$ cat src/cmp_vref_pkg.sv
// Purpose: Shared constants and carriers for comparator and reference control
// Assumes: 8-bit register address and data on a plain strobe port
// Notes:   Mode codes and bit positions are fixed by the register layout
package cmp_vref_pkg;
   // Register addresses
   localparam logic [7:0] ADDR_INT_CTRL = 8'h0b;
   localparam logic [7:0] ADDR_FLAG     = 8'h0c;
   localparam logic [7:0] ADDR_CMP_CTRL = 8'h1f;
   localparam logic [7:0] ADDR_DIR_A    = 8'h85;
   localparam logic [7:0] ADDR_ENABLE   = 8'h8c;
   localparam logic [7:0] ADDR_REF_CTRL = 8'h9f;

   // Field positions
   localparam int BIT_GIE    = 7;
   localparam int BIT_PERIPHERAL_IRQ_EN   = 6;
   localparam int BIT_CHG    = 6;
   localparam int BIT_CHG_IE = 6;
   localparam int BIT_COMP2_RESULT  = 7;
   localparam int BIT_COMP1_RESULT  = 6;
   localparam int BIT_SWITCH = 3;
   localparam int BIT_REF_EN = 7;
   localparam int BIT_REF_OE = 6;
   localparam int BIT_RANGE  = 5;
   localparam int BIT_DIR_A2 = 2;
   localparam int LEVEL_MSB  = 3;

   // Reset values and writable masks
   localparam logic [7:0] INT_CTRL_RST = 8'h00;
   localparam logic [7:0] CMP_CTRL_RST = 8'h00;
   localparam logic [7:0] REF_CTRL_RST = 8'h00;
   localparam logic [4:0] DIR_A_RST    = 5'h1f;
   localparam logic [7:0] CMP_WR_MASK  = 8'h0f;
   localparam logic [7:0] REF_WR_MASK  = 8'hef;

   // Comparator mode codes
   localparam logic [2:0] MODE_RESET   = 3'h0;
   localparam logic [2:0] MODE_SWITCH1 = 3'h1;
   localparam logic [2:0] MODE_LADDER  = 3'h2;
   localparam logic [2:0] MODE_PIN_OUT = 3'h6;
   localparam logic [2:0] MODE_OFF     = 3'h7;

   // Ladder tap as a fraction of supply in 96ths
   localparam logic [6:0] LADDER_DEN     = 7'h60;
   localparam logic [6:0] LADDER_QUARTER = 7'h18;
   localparam logic [6:0] STEP_HIGH_RNG  = 7'h04;
   localparam logic [6:0] STEP_LOW_RNG   = 7'h03;

   typedef struct packed {
      logic [7:0] addr;
      logic [7:0] wdata;
      logic       wr;
      logic       rd;
   } bus_req_t;

   typedef struct packed {
      logic comp_power;
      logic vin_plus_ladder;
      logic c1_inv_a3;
      logic c2_inv_a2;
      logic pins_out_cmp;
   } route_t;

   typedef struct packed {
      logic       power;
      logic [6:0] num;
   } ladder_t;
endpackage

$ cat src/result_sync.sv
// Purpose: Two-stage synchroniser for asynchronous comparator results
// Assumes: Inputs come straight from the analog comparators
// Notes:   Only the second stage is visible outside
`timescale 1ns/1ns
module result_sync #(
   parameter int WIDTH = 2
) (
   input  wire logic             clk,
   input  wire logic             rst,
   input  wire logic [WIDTH-1:0] d,
   output logic      [WIDTH-1:0] q
);
   typedef struct packed {
      logic [WIDTH-1:0] stage1;
      logic [WIDTH-1:0] stage2;
   } sync_state_t;

   sync_state_t state;
   sync_state_t next_state;

   if (WIDTH < 1) begin : g_chk
      $error("result_sync needs WIDTH of at least one");
   end

   // First stage feeds the second and nothing else
   always_comb begin
      next_state.stage1 = d;
      next_state.stage2 = state.stage1;
   end

   always_ff @(posedge clk) begin
      if (rst) begin
         state <= '0;
      end else begin
         state <= next_state;
      end
   end

   assign q = state.stage2;
endmodule

$ cat src/ref_ladder.sv
// Purpose: Tap selection and power control for the reference ladder
// Assumes: Analog ladder takes a tap numerator over a fixed denominator
// Notes:   Output is one cycle behind the control register
`timescale 1ns/1ns
module ref_ladder
   import cmp_vref_pkg::*;
#(
   parameter int LEVEL_W = 4
) (
   input  wire logic               clk,
   input  wire logic               rst,
   input  wire logic               enable,
   input  wire logic               range_sel,
   input  wire logic [LEVEL_W-1:0] level,
   output cmp_vref_pkg::ladder_t   ladder
);
   import cmp_vref_pkg::*;

   ladder_t state;
   ladder_t next_state;

   // Tap table is sized for sixteen levels per range
   if (LEVEL_W != 4) begin : g_chk
      $error("ref_ladder supports only a 4-bit level");
   end

   // High range steps by 1/24, low range starts at 1/4 and steps by 1/32
   always_comb begin
      next_state.power = enable;
      if (range_sel) begin
         next_state.num = 7'(STEP_HIGH_RNG * level);
      end else begin
         next_state.num = 7'(LADDER_QUARTER + STEP_LOW_RNG * level);
      end
   end

   always_ff @(posedge clk) begin
      if (rst) begin
         state <= '0;
      end else begin
         state <= next_state;
      end
   end

   assign ladder = state;
endmodule

$ cat src/cmp_vref_ctrl.sv
// Purpose: Register file and digital control of two comparators and ladder
// Assumes: Comparator results arrive asynchronous to clk
// Notes:   Pin outputs in pin-out mode bypass the synchroniser by design
// How it works
// - Mode 010 routes ladder voltage to both non-inverting inputs.
// - Comparator results read at control bits 7:6, writes ignored there.
// - Mode 110 puts raw comparator results on pins A3 and A4.
// - Any comparator result change sets the change flag.
// - Software clears flag by writing zero; writing one sets it.
// - Interrupt needs flag, its enable, peripheral and global enables.
// - Persisting mismatch keeps setting flag; control access ends it.
// - Change during a control read may be missed; here never missed.
// - Comparators keep running in sleep; enabled change wakes device.
// - Mode 111 powers both comparators down.
// - Wake from sleep leaves comparator control unchanged.
// - Reset clears comparator control and holds comparators off.
// - Ladder gives level/24 or 1/4 plus level/32 of supply.
// - Ladder is powered down while the reference enable is clear.
// - Reset clears reference enable, pin enable, range and level.
// - Wake from sleep leaves reference control unchanged.
// - Reference drives pin A2 only with direction bit 2 and pin enable.
// - Reference controls act independently of comparator mode.
// - Input switch picks inverting pins in modes 001 and 010.
//
// Strobed register access was chosen for this implementation.
`timescale 1ns/1ns
module cmp_vref_ctrl (
   input  wire logic                  clk,
   input  wire logic                  rst,
   input  wire cmp_vref_pkg::bus_req_t bus,
   output logic [7:0]                 rdata,
   input  wire logic                  sleep,
   input  wire logic [1:0]            comp_raw,
   output cmp_vref_pkg::route_t       route,
   output cmp_vref_pkg::ladder_t      ladder,
   output logic                       pin_a3_out,
   output logic                       pin_a4_out,
   output logic                       pin_a2_ref_en,
   output logic [4:0]                 port_a_dir,
   output logic                       comparator_irq,
   output logic                       wake_req
);
   import cmp_vref_pkg::*;

   typedef struct packed {
      logic [7:0] interrupt_control_reg;
      logic       comparator_change_flag;
      logic       comparator_change_irq_en;
      logic [2:0] comparator_mode_sel;
      logic       input_switch_sel;
      logic [7:0] reference_control_reg;
      logic [4:0] port_a_direction;
      logic [1:0] latched;
      logic [7:0] rdata;
      route_t     route;
   } state_t;

   state_t     state;
   state_t     next_state;
   logic [1:0] synced;
   logic [1:0] results;
   logic       mismatch;
   logic       cmp_access;
   logic       global_irq_en;
   logic       peripheral_irq_en;

   // Decode a write or read strobe for one address
   function automatic logic hit(input bus_req_t b, input logic [7:0] a);
      hit = (b.wr || b.rd) && (b.addr == a);
   endfunction

   function automatic logic wr_hit(input bus_req_t b, input logic [7:0] a);
      wr_hit = b.wr && (b.addr == a);
   endfunction

   // Metastability guard before any compare logic sees the results
   result_sync #(
      .WIDTH (2)
   ) u_sync (
      .clk (clk),
      .rst (rst),
      .d   (comp_raw),
      .q   (synced)
   );

   ref_ladder #(
      .LEVEL_W (4)
   ) u_ladder (
      .clk       (clk),
      .rst       (rst),
      .enable    (state.reference_control_reg[BIT_REF_EN]),
      .range_sel (state.reference_control_reg[BIT_RANGE]),
      .level     (state.reference_control_reg[LEVEL_MSB:0]),
      .ladder    (ladder)
   );

   // A powered-down comparator reports low so it cannot raise changes
   assign results = state.route.comp_power ? synced : 2'b00;
   assign cmp_access = hit(bus, ADDR_CMP_CTRL);
   assign mismatch = (results != state.latched);
   assign global_irq_en = state.interrupt_control_reg[BIT_GIE];
   assign peripheral_irq_en = state.interrupt_control_reg[BIT_PERIPHERAL_IRQ_EN];

   // Register updates, mismatch latch and read data
   always_comb begin
      next_state = state;
      // Any control access resamples the reference copy
      if (cmp_access) begin
         next_state.latched = results;
      end
      if (wr_hit(bus, ADDR_INT_CTRL)) begin
         next_state.interrupt_control_reg = bus.wdata;
      end
      if (wr_hit(bus, ADDR_CMP_CTRL)) begin
         // Result bits and the unused pair are not writable
         next_state.comparator_mode_sel = bus.wdata[2:0];
         next_state.input_switch_sel = bus.wdata[BIT_SWITCH];
      end
      if (wr_hit(bus, ADDR_REF_CTRL)) begin
         next_state.reference_control_reg = bus.wdata & REF_WR_MASK;
      end
      if (wr_hit(bus, ADDR_DIR_A)) begin
         next_state.port_a_direction = bus.wdata[4:0];
      end
      if (wr_hit(bus, ADDR_ENABLE)) begin
         next_state.comparator_change_irq_en = bus.wdata[BIT_CHG_IE];
      end
      // Software write of either value, then hardware set wins
      if (wr_hit(bus, ADDR_FLAG)) begin
         next_state.comparator_change_flag = bus.wdata[BIT_CHG];
      end
      // Checked every cycle, also during a control read
      if (mismatch) begin
         next_state.comparator_change_flag = 1'b1;
      end
      // Routing follows the mode that will be held next cycle
      next_state.route.comp_power =
         (next_state.comparator_mode_sel != MODE_OFF);
      next_state.route.vin_plus_ladder =
         (next_state.comparator_mode_sel == MODE_LADDER);
      next_state.route.c1_inv_a3 = next_state.input_switch_sel &&
         ((next_state.comparator_mode_sel == MODE_SWITCH1) ||
          (next_state.comparator_mode_sel == MODE_LADDER));
      next_state.route.c2_inv_a2 = next_state.input_switch_sel &&
         (next_state.comparator_mode_sel == MODE_LADDER);
      next_state.route.pins_out_cmp =
         (next_state.comparator_mode_sel == MODE_PIN_OUT);
      // Read data for the cycle after the strobe; unmapped reads zero
      next_state.rdata = 8'h00;
      if (bus.rd) begin
         unique case (bus.addr)
            ADDR_INT_CTRL: next_state.rdata = state.interrupt_control_reg;
            ADDR_FLAG: next_state.rdata[BIT_CHG] =
               state.comparator_change_flag;
            ADDR_CMP_CTRL: begin
               next_state.rdata[BIT_COMP2_RESULT] = results[1];
               next_state.rdata[BIT_COMP1_RESULT] = results[0];
               next_state.rdata[BIT_SWITCH] = state.input_switch_sel;
               next_state.rdata[2:0] = state.comparator_mode_sel;
            end
            ADDR_DIR_A: next_state.rdata[4:0] = state.port_a_direction;
            ADDR_ENABLE: next_state.rdata[BIT_CHG_IE] =
               state.comparator_change_irq_en;
            ADDR_REF_CTRL: next_state.rdata = state.reference_control_reg;
            default: next_state.rdata = 8'h00;
         endcase
      end
   end

   // Sleep only gates the wake request, so registers hold across sleep
   always_ff @(posedge clk) begin
      if (rst) begin
         state.interrupt_control_reg <= INT_CTRL_RST;
         state.comparator_change_flag <= 1'b0;
         state.comparator_change_irq_en <= 1'b0;
         state.comparator_mode_sel <= CMP_CTRL_RST[2:0];
         state.input_switch_sel <= CMP_CTRL_RST[BIT_SWITCH];
         state.reference_control_reg <= REF_CTRL_RST;
         state.port_a_direction <= DIR_A_RST;
         state.latched <= 2'b00;
         state.rdata <= 8'h00;
         state.route <= '0;
      end else begin
         state <= next_state;
      end
   end

   assign rdata = state.rdata;
   assign route = state.route;
   assign port_a_dir = state.port_a_direction;
   // Raw, unsynchronised path so pins track the comparators directly
   assign pin_a3_out = state.route.pins_out_cmp & comp_raw[0];
   assign pin_a4_out = state.route.pins_out_cmp & comp_raw[1];
   assign pin_a2_ref_en = state.port_a_direction[BIT_DIR_A2] &&
      state.reference_control_reg[BIT_REF_OE];
   assign comparator_irq = state.comparator_change_flag &&
      state.comparator_change_irq_en && peripheral_irq_en &&
      global_irq_en;
   // Wake needs only the local enable, the core gates the vector
   assign wake_req = sleep && state.comparator_change_flag &&
      state.comparator_change_irq_en;
endmodule

$ cat config.mk
export PLATFORM = sky130hd
export DESIGN_NAME = cmp_vref_ctrl
export DESIGN_NICKNAME = d
export VERILOG_FILES = /design/src/cmp_vref_pkg.sv /design/src/result_sync.sv /design/src/ref_ladder.sv /design/src/cmp_vref_ctrl.sv
export SDC_FILE = /design/constraint.sdc
export NUM_CORES = 1
export LEC_CHECK = 0
export BUFFER_PORTS_ARGS = -buffer_cell sky130_fd_sc_hd__buf_2
export CAP_MARGIN = 25
export CORE_MARGIN = 1.5
export CORE_UTILIZATION = 55
export DETAILED_ROUTE_END_ITERATION = 8
export PLACE_DENSITY_LB_ADDON = 0.3
export SYNTH_ARGS = -nofsm -noshare
export SYNTH_HDL_FRONTEND = slang
export SYNTH_SLANG_ARGS = --single-unit
export TNS_END_PERCENT = 1
$ cat constraint.sdc
create_clock -name clk -period 5.15 [get_ports clk]
set_input_delay 0.7725 -clock clk [delete_from_list [all_inputs] [get_ports clk]]
set_output_delay 0.7725 -clock clk [all_outputs]
set_load 0.05 [all_outputs]
==> results of run 1 <==
where the power goes:
| group | total (mW) | switching (mW) | internal [mW] |
|---|---|---|---|
| sequential | 0.415 | 0.00215 | 0.413 |
| clock | 0.293 | 0.135 | 0.158 |
| combinational | 0.0465 | 0.0300 | 0.0165 |
cell type report:
type,count,area (µm²),area share [%]
multi-input cells,173,1251,44.62
repair buffers,53,265.3,9.460
flip-flops and latches,53,1061,37.84
inverters,11,41.29,1.473
well taps,52,65.06,2.320
clock inverters,2,37.54,1.339
clock buffers,6,82.58,2.945
metal layers:
metal  up-vias  routed length [µm]  track usage, %
met5         -                   0               0
met4         0                 111           10.06
met3        11                 252           5.556
met2        55                2445           34.06
met1       893                2283           26.85
li1        959                   -               -
flip-flops by register name, summed over array words and instances, names as in the netlist:
register,flops
u_sync.q,2
state,21
route,5
rdata,8
u_sync.next_state,2
u_ladder.ladder,8
peripheral_irq_en,1
global_irq_en,1
port_a_dir,5
logic make-up (layout without fill, tap and decap cells):
family / Yosys count / in the layout / share of synthesized area [%]
XOR/XNOR: 4 / 4 / 1.375
buffers and inverters: 41 / 72 / 9.234
AO/OA/AOI/OAI: 33 / 33 / 8.890
multiplexers: 30 / 30 / 12.08
AND/OR/NAND/NOR: 99 / 99 / 22.74
adder cells (fa/ha/maj): 7 / 7 / 4.028
flip-flops: 53 / 53 / 41.65
critical path, delay by kind of cell, from the launching register on:
family,cells,cell delay [ns]
AOI/OAI and AO/OA,1,0.19
xor gates and xnor gates,1,0.13
adders and majority gates,2,0.67
buffers and inverters,1,0.07
DFF,1,0.47
and+or+nand+nor,2,0.50
layout by cell type (no fill, tap or decap), types with 7 or more instances in the layout:
cell	netlist	layout
nand2_1	11	11
a21oi_1	8	8
dfxtp_1	53	53
nor2_1	39	39
inv_1	11	11
and2_1	7	7
mux2i_1	24	24
buf_2	2	53
nor2b_1	7	7
worst max-delay path by stage:
stage	slack, ns	to
2_1_floorplan	3.16	wake_req
3_3_place_gp	2.86	state[25]$_SDFFE_PP0P_
3_5_place_dp	2.78	state[20]$_SDFFE_PP0P_
4_1_cts	2.99	u_ladder.ladder[5]$_SDFF_PP0_
5_1_grt	2.86	u_ladder.ladder[5]$_SDFF_PP0_
6_report	3.00	u_ladder.ladder[5]$_SDFF_PP0_
Yosys cell counts (all sizes together):
cell and number:
nor4b 1, o21ai 6, o22ai 1, a22o 1, nand3b 2, nor2 39, or2 1, or3b 1
and3 4, mux2 6, buf 24, nor3 3, and4bb 2, a211o 6, nor2b 7, o41ai 1
dfxtp 53, a21oi 8, and4 2, inv 11, nand3 7, fa 2, nor3b 1, or4 1
nand2b 3, xnor2 2, ha 5, nand4bb 1, o211a 1, o31ai 1, nor4 2, nand2 11
and2 7, nand4 2, clkbuf 6, mux2i 24, a22oi 6, a32oi 2, nor4bb 2, xor2 2
==> flow_metrics.tcl, run 1 <==
set metrics [dict create \
    vias 1918 \
    final_core_util_pct 63.52 \
    timing.final.crit_share_pct 41.76 \
    p_leak_nw 1.310 \
    ant_nets 0 \
    ys_warn_count 0 \
    grt_use_total_pct 21.28 \
    slowest_stage "dfxtp_1" \
    hp-class "flip-flop to flip-flop" \
    ys_seq_elements 53 \
    synthTopCellsByArea "dfxtp_1 (42%), mux2i_1 (9.4%), buf_4 (6.2%)" \
    antenna_found_initial 0 \
    finalHoldViolations 0 \
    avgRoutedWirePerCell_um 14.55 \
    syn2layout_area_growth_pct 10.07 \
    rows 24 \
    finClkSkew_ns 0.005929 \
    syn_avg_cell_area_um2 9.541 \
    rsz0062_at_grt "no" \
    postCtsSetupBuffers 0 \
    clkSlewWorstSetupHoldPaths_ns 0.09 \
    maxCapViolCount 0 \
    worst_hold_slack_ns 0.4514 \
    htreeDepth 2 \
    grt_pass1_vias 1782 \
    reg2reg_to "u_ladder.ladder[5]$_SDFF_PP0_" \
    yosysTopAreaCell "dfxtp_1" \
    post-place-ws_ns 2.778 \
    yosysUniqueCellTypes 44 \
    fillerInstances 376 \
    total_power_uw 754.5 \
    startpoint "state[22]$_SDFFE_PP0P_" \
    hold_depth 1 \
    hold_path_end "u_sync.q[1]$_SDFF_PP0_" \
    critPathMaxStageDelay_ns 0.47 \
    reg2reg_slack_ns 3.00 \
    cp_max_fo 7 \
    place_area_mm2 0.002684 \
    design_area_mm2 0.002804 \
    io_buffers 53 \
    grt_max_degree 45 \
    ys_seq_area_share_pct 41.65 \
    die_w_um 71.06 \
    n_antenna_cell 0 \
    via_per_inst 5.480 \
    placed_cells 342 \
    drive_gt1_share_pct 25.50 \
    setup_ws_ns 2.999 \
    fin_crit_ns 2.151 \
    crit_required_ns 5.33 \
    clkSinkCount 53 \
    powerDensity_mw_per_mm2 269.1 \
    critPathKind "flip-flop to flip-flop" \
    initial_utilization_pct 57.71 \
    r2r_cells 7 \
    cts_max_path_buffers 2 \
    finalWirelength_um 5093 \
    critPathArrivalTime_ns 2.33 \
    die_h_um 71.06 \
    ctsRootBufferMaster "clkbuf_8" \
    r2r_start "state[22]$_SDFFE_PP0P_" \
    drtPass1Iterations 4 \
    drt_iter0_drc 110 \
    setup_tns_ns 0 \
    drc 0 \
    ios 54 \
    syn_nets 297 \
    end_kind "flip-flop" \
    cts_buffers 5 \
    fmax_ghz 0.4650 \
    fin_nets 327 \
    die-area_mm2 0.005049 \
    slew_violations 0 \
    core-area_mm2 0.004414 \
    worstMarginPinSlew_ns 0.7835 \
    outcome "finished clean" \
    syn_area_mm2 0.002547 \
    cp-start-kind "flip-flop" \
    ctsHoldBuffers 0 \
    grt_pass1_wl_um 8349 \
    clk_latency_ns 0.31 \
    syn_inst 267 \
    min_from "u_sync.next_state[1]$_SDFF_PP0_" \
    post_cts_resized 0 \
    synth_top_area_share_pct 41.65 \
    gr-total-overflow 0 \
    cts_tree "built" \
    gp_congestion 0.7986 \
    relSlewSlack_pct 47.38 \
    ir_worst_vdd_uv 163.3 \
    final_cells 350 \
    path_cells "ha_1 -> inv_1 -> fa_1 -> or3b_2 -> a21oi_1 -> xnor2_1 -> nor2_1" \
    dp_hpwl_um 3665 \
    setup_viol 0 \
]
No activity file was read; power rests on OpenSTA's default activity.
==> run 2, diff against run 1 <==
--- a/config.mk
+++ b/config.mk
@@ -8,7 +8,7 @@
 export BUFFER_PORTS_ARGS = -buffer_cell sky130_fd_sc_hd__buf_2
 export CAP_MARGIN = 25
 export CORE_MARGIN = 1.5
-export CORE_UTILIZATION = 55
+export CORE_UTILIZATION = 54
 export DETAILED_ROUTE_END_ITERATION = 8
 export PLACE_DENSITY_LB_ADDON = 0.3
 export SYNTH_ARGS = -nofsm -noshare
==> constraint.sdc (replaced) <==
create_clock -name clk -period 2.2 [get_ports clk]
set_input_delay 0.33 -clock clk [delete_from_list [all_inputs] [get_ports clk]]
set_output_delay 0.33 -clock clk [all_outputs]
set_load 0.05 [all_outputs]
==> run 2 against run 1 <==
The run now ends with design-rule violations left. First-iteration DRC count grew 9.1%. Clock skew hardly changed. Die area rose by 1.8%. Critical path depth stayed put. Wire length shrank 2.3%. Non-clock buffer count is 4 higher. Sequential cell count unchanged. Largest cell class unchanged. Largest power group unchanged.
==> flow_metrics.tcl, run 2 (synthesis gave the netlist of run 1 again) <==
set metrics [dict create \
    setup_ws_ns 0.2314 \
    cp_max_fo 5 \
    drt_iter0_drc 120 \
    grt_max_degree 32 \
    dp_hpwl_um 3644 \
    syn2layout_area_growth_pct 9.971 \
    finClkSkew_ns 0.005686 \
    die-area_mm2 0.005139 \
    relSlewSlack_pct 62.82 \
    grt_pass1_vias 1877 \
    finalHoldViolations 0 \
    die_h_um 71.69 \
    violations "design-rule violations" \
    p_int_mw 1.258 \
    cts_tree "built" \
    drtPass1Iterations 8 \
    final_cells 353 \
    path_buf_inv 1 \
    grt_pass1_wl_um 8445 \
    final-seq-area_mm2 0.001062 \
    end_kind "flip-flop" \
    timing.final.crit_share_pct 89.48 \
    cp-start-kind "flip-flop" \
    critPathMaxStageDelay_ns 0.44 \
    hp-class "input pin to flip-flop" \
    largest_register_ffs 21 \
    ctsHoldBuffers 0 \
    vias 1953 \
    fin_nets 331 \
    fin_crit_ns 1.969 \
    use_met3_pct 4.782 \
    ant_nets 0 \
    drive_gt1_share_pct 26.25 \
    post-place-ws_ns 0.1876 \
    clk_latency_ns 0.30 \
    rows 24 \
    ios 54 \
    critPathKind "flip-flop to flip-flop" \
    largest-register "state" \
    share_seq_of_total_power_pct 59.8 \
    critPathArrivalTime_ns 2.17 \
    crit_required_ns 2.40 \
    p_comb_share_pct 6.9 \
    path_cells "ha_1 -> inv_1 -> fa_1 -> or3b_2 -> a21oi_1 -> xnor2_1 -> nor2_1" \
    ctsRootBufferMaster "clkbuf_8" \
    p_leak_nw 1.318 \
    slew_violations 0 \
    die_w_um 71.69 \
    placed_cells 346 \
    fmax_ghz 0.5080 \
    gr-total-overflow 0 \
    outcome "finished with violations" \
    postCtsSetupBuffers 0 \
    final_core_util_pct 63.03 \
    switching_share_pct 22.58 \
    multi_input_area_mm2 0.001251 \
    rsz0062_at_grt "no" \
    core-area_mm2 0.004444 \
    via_per_inst 5.533 \
    powerDensity_mw_per_mm2 579.8 \
    maxCapViolCount 0 \
    final_common_cell "buf_2" \
    grt_use_total_pct 20.79 \
    slowest_stage "or3b_2" \
    io_buffers 53 \
    ir_worst_vdd_uv 292.7 \
    antenna_found_initial 0 \
    layout_common_cells "buf_2 (53), dfxtp_1 (52), nor2_1 (39)" \
    avgRoutedWirePerCell_um 14.09 \
    power_switching_uw 366.8 \
    initial_utilization_pct 57.32 \
    place_area_mm2 0.002714 \
    htreeDepth 2 \
    cts_buffers 5 \
    grt.met2_usage_pct 33.74 \
    post_cts_resized 0 \
    clkSlewWorstSetupHoldPaths_ns 0.08 \
    crit_family "adder cells" \
    drc 1 \
    n_antenna_cell 0 \
    worstMarginPinSlew_ns 0.5578 \
    cts_max_path_buffers 2 \
    busiest_layer "met2" \
    gp_congestion 0.8097 \
    setup_viol 0 \
    clock_power_share_pct 33.3 \
    setup_tns_ns 0 \
    fillerInstances 379 \
    design_area_mm2 0.002801 \
    clkSinkCount 53 \
    finalWirelength_um 4974 \
    use_met1_pct 26.59 \
]
run 2: cell types whose count changed in the layout (fill, tap and decap cells not counted):
cell	before	now
dfxtp_1	53	52
clkinvlp_4	1	0
buf_4	0	4
bufinv_16	1	0
clkbuf_1	0	1
dfxtp_2	0	1
run 2: worst paths after layout:
path | slack, ns | from | endpoint | depth (start not counted)
worst min-delay path | 0.24 | comp_raw[1] | u_sync.next_state[1]$_SDFF_PP0_ | 2
worst max-delay path | 0.23 | state[21]$_SDFFE_PP0P_ | u_ladder.ladder[5]$_SDFF_PP0_ | 7
worst max register to register | 0.23 | state[21]$_SDFFE_PP0P_ | u_ladder.ladder[5]$_SDFF_PP0_ | 7
worst min register to register | 0.45 | u_sync.next_state[1]$_SDFF_PP0_ | u_sync.q[1]$_SDFF_PP0_ | 1
run 2: power by group through the flow:
stage | clock, mW | combinational [mW] | sequential, mW
2_1_floorplan | 0 | 0.0605 | 1.00
3_3_place_gp | 0 | 0.111 | 0.994
3_5_place_dp | 0 | 0.112 | 0.994
4_1_cts | 0.559 | 0.112 | 0.972
6_report | 0.541 | 0.112 | 0.971
5_1_grt | 0.590 | 0.121 | 0.973
run 2: metal layers:
layer | part of all wire (%) | vias to the layer above
met5 | 0 | -
met4 | 1.8 | 0
met3 | 4.7 | 11
met2 | 48 | 48
met1 | 46 | 927
li1 | - | 967
run 2: cell type report:
class	count	share of cell area (%)
multi-input cells	173	44.66
flip-flops and latches	53	37.92
repair buffers	57	10.54
clock buffers	7	3.082
well taps	52	2.322
inverters	11	1.474
run 2: stage by stage:
stage	power (mW)	hold slack, ns
floorplan	1.061	0.4138
global placement	1.105	0.4221
detailed placement	1.106	0.4256
CTS	1.643	0.2421
global route	1.684	0.2591
finish	1.624	0.2443
run 2: worst reg2reg max path: stages (launching register included):
cell and delay, ns:
dfxtp_2 0.37, ha_1 0.20, inv_1 0.06, fa_1 0.42
or3b_2 0.44, a21oi_1 0.19, xnor2_1 0.14, nor2_1 0.05
